<file path="config.mk">
export PLATFORM = sky130hd
export DESIGN_NAME = phy_status_latch_registers
export DESIGN_NICKNAME = d
export VERILOG_FILES = /design/src/design/phy_status_pkg.sv /design/src/design/sticky_bank_if.sv /design/src/design/phy_status_latch_registers.sv /design/src/design/sticky_bit_bank.sv
export VERILOG_INCLUDE_DIRS = /design/src /design/src/design
export SDC_FILE = /design/constraint.sdc
export NUM_CORES = 1
export LEC_CHECK = 0
export BUFFER_PORTS_ARGS = -buffer_cell sky130_fd_sc_hd__buf_2
export CORE_UTILIZATION = 49
export DETAILED_ROUTE_END_ITERATION = 8
export GPL_TIMING_DRIVEN = 0
export PLACE_DENSITY = 0.85
export REMOVE_ABC_BUFFERS = 1
export SYNTH_ARGS = -nofsm -noshare
export SYNTH_HDL_FRONTEND = slang
export SYNTH_SLANG_ARGS = --single-unit
</file>
<file path="constraint.sdc">
create_clock -name ref_clk -period 1.7 [get_ports ref_clk]
set_clock_uncertainty 0.1 [all_clocks]
set_input_delay 0 -clock ref_clk [delete_from_list [all_inputs] [get_ports ref_clk]]
set_output_delay 0 -clock ref_clk [all_outputs]
set_load 0.02 [all_outputs]
</file>
<file path="src/design/phy_status_defs.svh">
/*
  Offsets, field positions and reset values of the status latch registers.
  Assumes a 5-bit management register address as seen by the frame decoder.
*/
`ifndef PHY_STATUS_DEFS_SVH
`define PHY_STATUS_DEFS_SVH

// management register offsets
`define OFS_BASIC_LINK_STATUS    5'h01
`define OFS_NEGOTIATION_EXP      5'h06
`define OFS_LINK_DROP_CAUSE      5'h0f
`define OFS_PHY_CONDITION        5'h10
`define OFS_IRQ_SOURCE_STATUS    5'h12
`define OFS_BOGUS_CARRIER_COUNT  5'h14
`define OFS_RX_FAULT_COUNT       5'h15
`define OFS_TEN_MEG_STATUS_CTRL  5'h1a

// reset values
`define RST_PHY_CONDITION        16'h0000
`define RST_LINK_DROP_CAUSE      16'h0000

// link-drop cause field, one-hot codes within the field
`define DROP_FIELD_LSB           4
`define DROP_FIELD_MSB           8
`define DROP_CODE_ENERGY         5'h01
`define DROP_CODE_SNR            5'h02
`define DROP_CODE_MLT3           5'h04
`define DROP_CODE_RXERR          5'h08
`define DROP_CODE_DESCRAMBLER    5'h10

// condition register bit positions
`define PCS_CROSSOVER            14
`define PCS_RX_FAULT             13
`define PCS_POLARITY             12
`define PCS_BOGUS_CARRIER        11
`define PCS_SIGNAL_DETECT        10
`define PCS_DESCR_LOCK           9
`define PCS_PAGE_RECEIVED        8
`define PCS_IRQ_PENDING          7
`define PCS_REMOTE_FAULT         6
`define PCS_JABBER               5
`define PCS_AUTONEG_DONE         4
`define PCS_LOOPBACK             3
`define PCS_FULL_DUPLEX          2
`define PCS_SPEED_10             1
`define PCS_LINK_UP              0

// sticky bank slots: 0..4 are the drop causes
`define STK_RX_FAULT             5
`define STK_POLARITY             6
`define STK_BOGUS_CARRIER        7
`define STK_PAGE_RECEIVED        8
`define STK_IRQ_PENDING          9
`define STK_REMOTE_FAULT         10
`define STK_COUNT                11

`endif

</file>
<file path="src/design/phy_status_pkg.sv">
/*
  Types shared by the status latch registers, the host model and the bench.
  Assumes the constants header for widths of the sticky bank.
*/
`include "phy_status_defs.svh"
package phy_status_pkg;
  typedef logic [15:0]             reg_word_t;
  typedef logic [4:0]              mgmt_addr_t;
  typedef logic [`STK_COUNT-1:0]   sticky_vec_t;
endpackage

</file>
<file path="src/design/sticky_bank_if.sv">
/*
  Carrier between the status registers and the sticky bit bank.
  Assumes a single clock domain; all signals are same-cycle levels.
*/
`timescale 1ns/1ps
`default_nettype none
interface sticky_bank_if #(parameter int WIDTH = 11);
  logic [WIDTH-1:0] setBits;
  logic [WIDTH-1:0] clrBits;
  logic [WIDTH-1:0] heldBits;
  modport bank (input setBits, input clrBits, output heldBits);
  modport user (output setBits, output clrBits, input heldBits);
endinterface
`default_nettype wire

</file>
<file path="src/design/phy_status_latch_registers.sv">
/*
  Link-drop cause and PHY condition status registers, read-only.
  Assumes the management frame decoder issues one-cycle read strobes with a
  5-bit address on ref_clk, and that detector inputs are on ref_clk already.
*/
`timescale 1ns/1ps
`default_nettype none
`include "phy_status_defs.svh"
// How it works
// RQ1 - each drop-cause bit latches high when its enabled mechanism drops link
// RQ2 - drop cause codes: energy 1, SNR 2, MLT3 4, rx errors 8, descrambler 0x10
// RQ3 - crossover bit reads 0 for straight pairs, 1 for swapped pairs
// RQ4 - rx fault latch sets on receive error, cleared by reading rx fault count
// RQ5 - polarity bit latches inverted polarity, cleared only by ten-meg status read or reset
// RQ6 - bogus carrier latch sets on event, cleared by reading bogus carrier count
// RQ7 - signal-detect bit shows the 100 Mb signal-detect level directly
// RQ8 - lock bit shows the 100 Mb descrambler lock level
// RQ9 - page-received bit set by new page, cleared by expansion register read
// RQ10 - interrupt-pending bit set while interrupt pends, cleared by irq source read
// RQ11 - remote fault set by partner fault, cleared by basic status read or reset
// RQ12 - jabber bit mirrors basic status jabber, unaffected by reading this register
// RQ13 - negotiation status reads 0 before auto-negotiation completes
// RQ14 - negotiation status reads 1 once auto-negotiation completes
// RQ15 - bit 3 reads 1 while MAC-side loopback is on
// RQ16 - bit 2 is full duplex; bit 1 is 1 at 10 Mb, 0 at 100 Mb
// RQ17 - bit 0 mirrors link status, unaffected by reading this register
// RQ18 - reserved bits read zero; writes never alter either register
module phy_status_latch_registers
  import phy_status_pkg::*;
(
  input  wire logic       ref_clk,
  input  wire logic       rst,
  input  wire logic       rdEn,
  input  wire mgmt_addr_t rdAddr,
  output logic            rdValid,
  output reg_word_t       rdData,
  input  wire logic [4:0] dropCauseEvt,
  input  wire logic       crossoverSwapped,
  input  wire logic       rxFaultEvt,
  input  wire logic       polarityInvertedEvt,
  input  wire logic       bogusCarrierEvt,
  input  wire logic       signalDetect,
  input  wire logic       descramblerLock,
  input  wire logic       pageReceivedEvt,
  input  wire logic       irqRaisedEvt,
  input  wire logic       remoteFaultEvt,
  input  wire logic       jabberDetect,
  input  wire logic       autonegDone,
  input  wire logic       macLoopback,
  input  wire logic       fullDuplex,
  input  wire logic       speed10,
  input  wire logic       linkUp
);
  sticky_bank_if #(.WIDTH(`STK_COUNT)) stk ();

  sticky_bit_bank #(.WIDTH(`STK_COUNT)) u_bank (
    .ref_clk (ref_clk),
    .rst     (rst),
    .bus     (stk.bank)
  );

  logic rdDrop;
  logic rdCond;
  assign rdDrop = rdEn && (rdAddr == `OFS_LINK_DROP_CAUSE);
  assign rdCond = rdEn && (rdAddr == `OFS_PHY_CONDITION);

  // set and clear sources for the sticky bank
  always_comb begin
    stk.setBits = '0;
    stk.clrBits = '0;
    stk.setBits[4:0] = dropCauseEvt;                                    // see RQ1
    stk.clrBits[4:0] = {5{rdDrop}};
    stk.setBits[`STK_RX_FAULT] = rxFaultEvt;                            // see RQ4
    stk.clrBits[`STK_RX_FAULT] = rdEn && (rdAddr == `OFS_RX_FAULT_COUNT);
    stk.setBits[`STK_POLARITY] = polarityInvertedEvt;                   // see RQ5
    stk.clrBits[`STK_POLARITY] = rdEn && (rdAddr == `OFS_TEN_MEG_STATUS_CTRL);
    stk.setBits[`STK_BOGUS_CARRIER] = bogusCarrierEvt;                  // see RQ6
    stk.clrBits[`STK_BOGUS_CARRIER] = rdEn && (rdAddr == `OFS_BOGUS_CARRIER_COUNT);
    stk.setBits[`STK_PAGE_RECEIVED] = pageReceivedEvt;                  // see RQ9
    stk.clrBits[`STK_PAGE_RECEIVED] = rdEn && (rdAddr == `OFS_NEGOTIATION_EXP);
    stk.setBits[`STK_IRQ_PENDING] = irqRaisedEvt;                       // see RQ10
    stk.clrBits[`STK_IRQ_PENDING] = rdEn && (rdAddr == `OFS_IRQ_SOURCE_STATUS);
    stk.setBits[`STK_REMOTE_FAULT] = remoteFaultEvt;                    // see RQ11
    stk.clrBits[`STK_REMOTE_FAULT] = rdEn && (rdAddr == `OFS_BASIC_LINK_STATUS);
  end

  sticky_vec_t held;
  assign held = stk.heldBits;

  // assembled register images; unlisted bits stay zero
  reg_word_t dropWord;
  reg_word_t condWord;
  always_comb begin
    dropWord = `RST_LINK_DROP_CAUSE;                                    // see RQ18
    dropWord[`DROP_FIELD_MSB:`DROP_FIELD_LSB] = held[4:0];              // see RQ2
    condWord = `RST_PHY_CONDITION;                                      // see RQ18
    condWord[`PCS_CROSSOVER]     = crossoverSwapped;                    // see RQ3
    condWord[`PCS_RX_FAULT]      = held[`STK_RX_FAULT];                 // see RQ4
    condWord[`PCS_POLARITY]      = held[`STK_POLARITY];                 // see RQ5
    condWord[`PCS_BOGUS_CARRIER] = held[`STK_BOGUS_CARRIER];            // see RQ6
    condWord[`PCS_SIGNAL_DETECT] = signalDetect;                        // see RQ7
    condWord[`PCS_DESCR_LOCK]    = descramblerLock;                     // see RQ8
    condWord[`PCS_PAGE_RECEIVED] = held[`STK_PAGE_RECEIVED];            // see RQ9
    condWord[`PCS_IRQ_PENDING]   = held[`STK_IRQ_PENDING];              // see RQ10
    condWord[`PCS_REMOTE_FAULT]  = held[`STK_REMOTE_FAULT];             // see RQ11
    condWord[`PCS_JABBER]        = jabberDetect;                        // see RQ12
    condWord[`PCS_AUTONEG_DONE]  = autonegDone;                         // see RQ13 RQ14
    condWord[`PCS_LOOPBACK]      = macLoopback;                         // see RQ15
    condWord[`PCS_FULL_DUPLEX]   = fullDuplex;                          // see RQ16
    condWord[`PCS_SPEED_10]      = speed10;                             // see RQ16
    condWord[`PCS_LINK_UP]       = linkUp;                              // see RQ17
  end

  // read answer: one cycle after the strobe, image taken before the clear
  logic      rdValid_reg;
  logic      rdValid_next;
  reg_word_t rdData_reg;
  reg_word_t rdData_next;

  always_comb begin
    rdValid_next = rdEn;
    rdData_next  = rdData_reg;
    if (rdDrop) begin
      rdData_next = dropWord;
    end else if (rdCond) begin
      rdData_next = condWord;
    end else if (rdEn) begin
      // other offsets belong to other banks; answer zero here
      rdData_next = '0;
    end
  end

  always_ff @(posedge ref_clk or posedge rst) begin
    if (rst) begin
      rdValid_reg <= 1'b0;
      rdData_reg  <= '0;
    end else begin
      rdValid_reg <= rdValid_next;
      rdData_reg  <= rdData_next;
    end
  end

  assign rdValid = rdValid_reg;
  assign rdData  = rdData_reg;
endmodule
`default_nettype wire

</file>
<file path="src/design/sticky_bit_bank.sv">
/*
  Bank of sticky status bits: each sets on its event, clears on its clear.
  Assumes set and clear come from logic on the same clock.
*/
`timescale 1ns/1ps
`default_nettype none
module sticky_bit_bank #(
  parameter int WIDTH = 11
) (
  input  wire logic       ref_clk,
  input  wire logic       rst,
  sticky_bank_if.bank     bus
);
  if (WIDTH < 1) begin : g_bad_width
    $error("sticky_bit_bank needs at least one bit");
  end

  logic [WIDTH-1:0] held_reg;
  logic [WIDTH-1:0] held_next;

  genvar i;
  generate
    for (i = 0; i < WIDTH; i++) begin : g_bit
      // set beats clear so an event landing on the clearing read survives
      always_comb begin
        held_next[i] = bus.setBits[i] | (held_reg[i] & ~bus.clrBits[i]);
      end
      always_ff @(posedge ref_clk or posedge rst) begin
        if (rst) begin
          held_reg[i] <= 1'b0;
        end else begin
          held_reg[i] <= held_next[i];
        end
      end
    end
  endgenerate

  assign bus.heldBits = held_reg;
endmodule
`default_nettype wire

</file>
==> impl_metrics.json <==
{
  "outcome": "finished clean",
  "hold_violations": 0,
  "power_density_nw_per_um2": 670,
  "synth_seq_cells": 27,
  "dp_hpwl_mm": 1.65,
  "synthCells": 79,
  "routed_wl_mm": 2.76,
  "synthArstFlopShare_pct": 100,
  "design.core.area_sq_um": 2020,
  "initial_core_util_pct": 53.2,
  "synth_compound_area_share_pct": 20.2,
  "synth.area.top_cells": "dfrtp_1, a22o_1, a21o_1",
  "antenna_found_initial": 0,
  "cts.htree.levels": 1,
  "syn_avg_cell_area_sq_um": 13.6,
  "max_freq_mhz": 594,
  "grt_max_degree": 28,
  "ys_warn_count": 0,
  "cp_data_arrival_time_ns": 1.80,
  "ant_nets": 0,
  "hp-class": "in2reg",
  "num_rows": 16,
  "dieArea_sq_um": 2390,
  "die_w_um": 48.9,
  "yosys.area.top_type": "dfrtp_1",
  "cap_violations": 0,
  "cts.clk_slew.worst_paths_ns": 0.13,
  "drt_iter0_drc": 7,
  "tns_ns": 0,
  "tritoncts": "done",
  "synthAdderAreaFrac_pct": 0,
  "place.gp.congestion": 0.678,
  "via_per_inst": 5.36,
  "fill_cells": 131,
  "path_cells": "buf_2 -> or3b_1 -> or4b_1 -> a21o_1 -> dlygate4sd3_1",
  "placed_area_sq_um": 1310,
  "p_leak_nw": 0.778,
  "die_height_um": 48.9,
  "grt_usage_pct": 25.4,
  "netlist_top_cells_count": "dfrtp_1, a21o_1, a22o_1",
  "worst_pin_slew_ns": 0.980,
  "cts_resized": 0,
  "cts_max_path_buffers": 2,
  "clock-sinks": 27,
  "synth_xor_area_share_pct": 0,
  "synthSimpleGateAreaFrac_pct": 14.2,
  "cp_slowest_cell": "dlygate4sd3_1",
  "io_buffers": 43,
  "wl_per_cell_um": 15.4,
  "setup_viol": 0,
  "grt_pass1_wl_mm": 4.53,
  "syn-cell-area_sq_um": 1080,
  "reg2reg_from": "u_bank.bus.heldBits[7]$_DFF_PP0_",
  "cts_setup_buffers": 0,
  "diodes": 0,
  "grt.overflow.total": 0,
  "yosysSeqAreaShare_pct": 62.8,
  "slew_violations": 0,
  "largest_register_ffs": 15,
  "cp-startpoint": "rdAddr[0]",
  "synthMuxAreaShare_pct": 0,
  "postCtsHoldBufs": 29,
  "grt_pass1_vias": 982,
  "dr.pass1.iters": 5,
  "holdWs_ns": 0.0304,
  "slew_headroom_pct": 34.5,
  "hold_start": "rdAddr[0]",
  "vias": 959,
  "ios": 45,
  "clkLatencyLatePin_ns": 0.33,
  "synth_top_flop_cell": "dfrtp_1",
  "post-route-drc-count": 0,
  "fin_util_pct": 80.3,
  "cts_root_buf": "clkbuf_4",
  "final_layout_size_suffix_gt1_share_pct": 31.6,
  "fin_nets": 181,
  "start_kind": "primary input",
  "area_delta_synth_final_pct": 50.9,
  "cp_max_fo": 7,
  "yosys.area.top_type_share_pct": 62.8,
  "post-route-period-util_pct": 99.0,
  "rsz0062_at_grt": "no",
  "synthMostInstantiatedCell": "dfrtp_1",
  "synth_cell_types": 21,
  "min_period_ns": 1.68,
  "cp.required_ns": 1.82,
  "peakVddDrop_uv": 508,
  "cpPeakStageDelay_ns": 0.55,
  "criticalPathCategory": "in2reg",
  "endpoint_kind": "register",
  "synth_top_family_by_area": "compound AO/OA/AOI/OAI gates",
  "synth_edf_count": 0,
  "cts_made_buffers": 3,
  "final_area_sq_um": 1620
}
-- placed cells by master, fill, tap and decap left out, types with 2 or more instances in the layout --
master         count
or4b_1             2
nand4_1            2
dlygate4sd3_1     29
a221o_1            5
dfrtp_1           27
buf_2             43
inv_1              2
a22o_1            10
and2b_1            5
a21o_1            10
clkbuf_4           3
or3b_1             2
nor2_1             2
-- report_power, final --
| part | switching [W] | internal, W | leakage [nW] |
|---|---|---|---|
| clock | 0.000184 | 0.0000882 | 0.0177 |
| sequential | 0.00000654 | 0.000655 | 0.317 |
| combinational | 0.0000705 | 0.0000831 | 0.443 |
-- final cells by class --
class                   instances  area [sq um]  area share (%)
repair buffers                 72           505            31.1
well taps                      27          33.8            2.08
inverters                       2          7.51           0.462
multi-input cells              47           374            23.0
flip-flops and latches         27           676            41.6
clock inverters                 1          5.00           0.308
clock buffers                   3          22.5            1.39
-- through the flow --
stage               cells  worst slack, ns  power, W
floorplan              76            0.372  0.000721
global placement      146          -0.0709  0.000775
detailed placement    146           -0.151  0.000780
global route          179           0.0263   0.00114
CTS                   179           0.0601   0.00109
finish                179           0.0170   0.00109
-- critical path, delay by kind of cell --
family          cells  cell delay (ns)
compound gates      1             0.20
buf+inv             2             0.68
simple gates        2             0.92
-- layer usage --
| metal | share of wire [%] | track usage [%] | wire, um |
|---|---|---|---|
| met5 | 0 | 0 | 0 |
| met4 | 0.62 | 5.88 | 17 |
| met3 | 3.9 | 3.12 | 107 |
| met2 | 54 | 49.5 | 1490 |
| met1 | 41 | 29.2 | 1140 |
-- cell families after synthesis --
logic type,after synthesis
flops,27
compound gates,26
simple gates,20
buf+inv,5
other cells,1
-- final timing paths --
path / cells after the start / slack (ns) / to
worst max register to register: 2 / 0.38 / u_bank.bus.heldBits[7]$_DFF_PP0_
worst min register to register: 1 / 0.40 / u_bank.bus.heldBits[10]$_DFF_PP0_
max in group asynchronous: 3 / 0.57 / u_bank.bus.heldBits[10]$_DFF_PP0_
worst min-delay path: 3 / 0.03 / u_bank.bus.heldBits[10]$_DFF_PP0_
worst max-delay path: 5 / 0.02 / u_bank.bus.heldBits[9]$_DFF_PP0_
min in group asynchronous: 3 / 0.34 / rdData[8]$_DFFE_PP0P_
No activity file was read; power rests on OpenSTA's default activity.
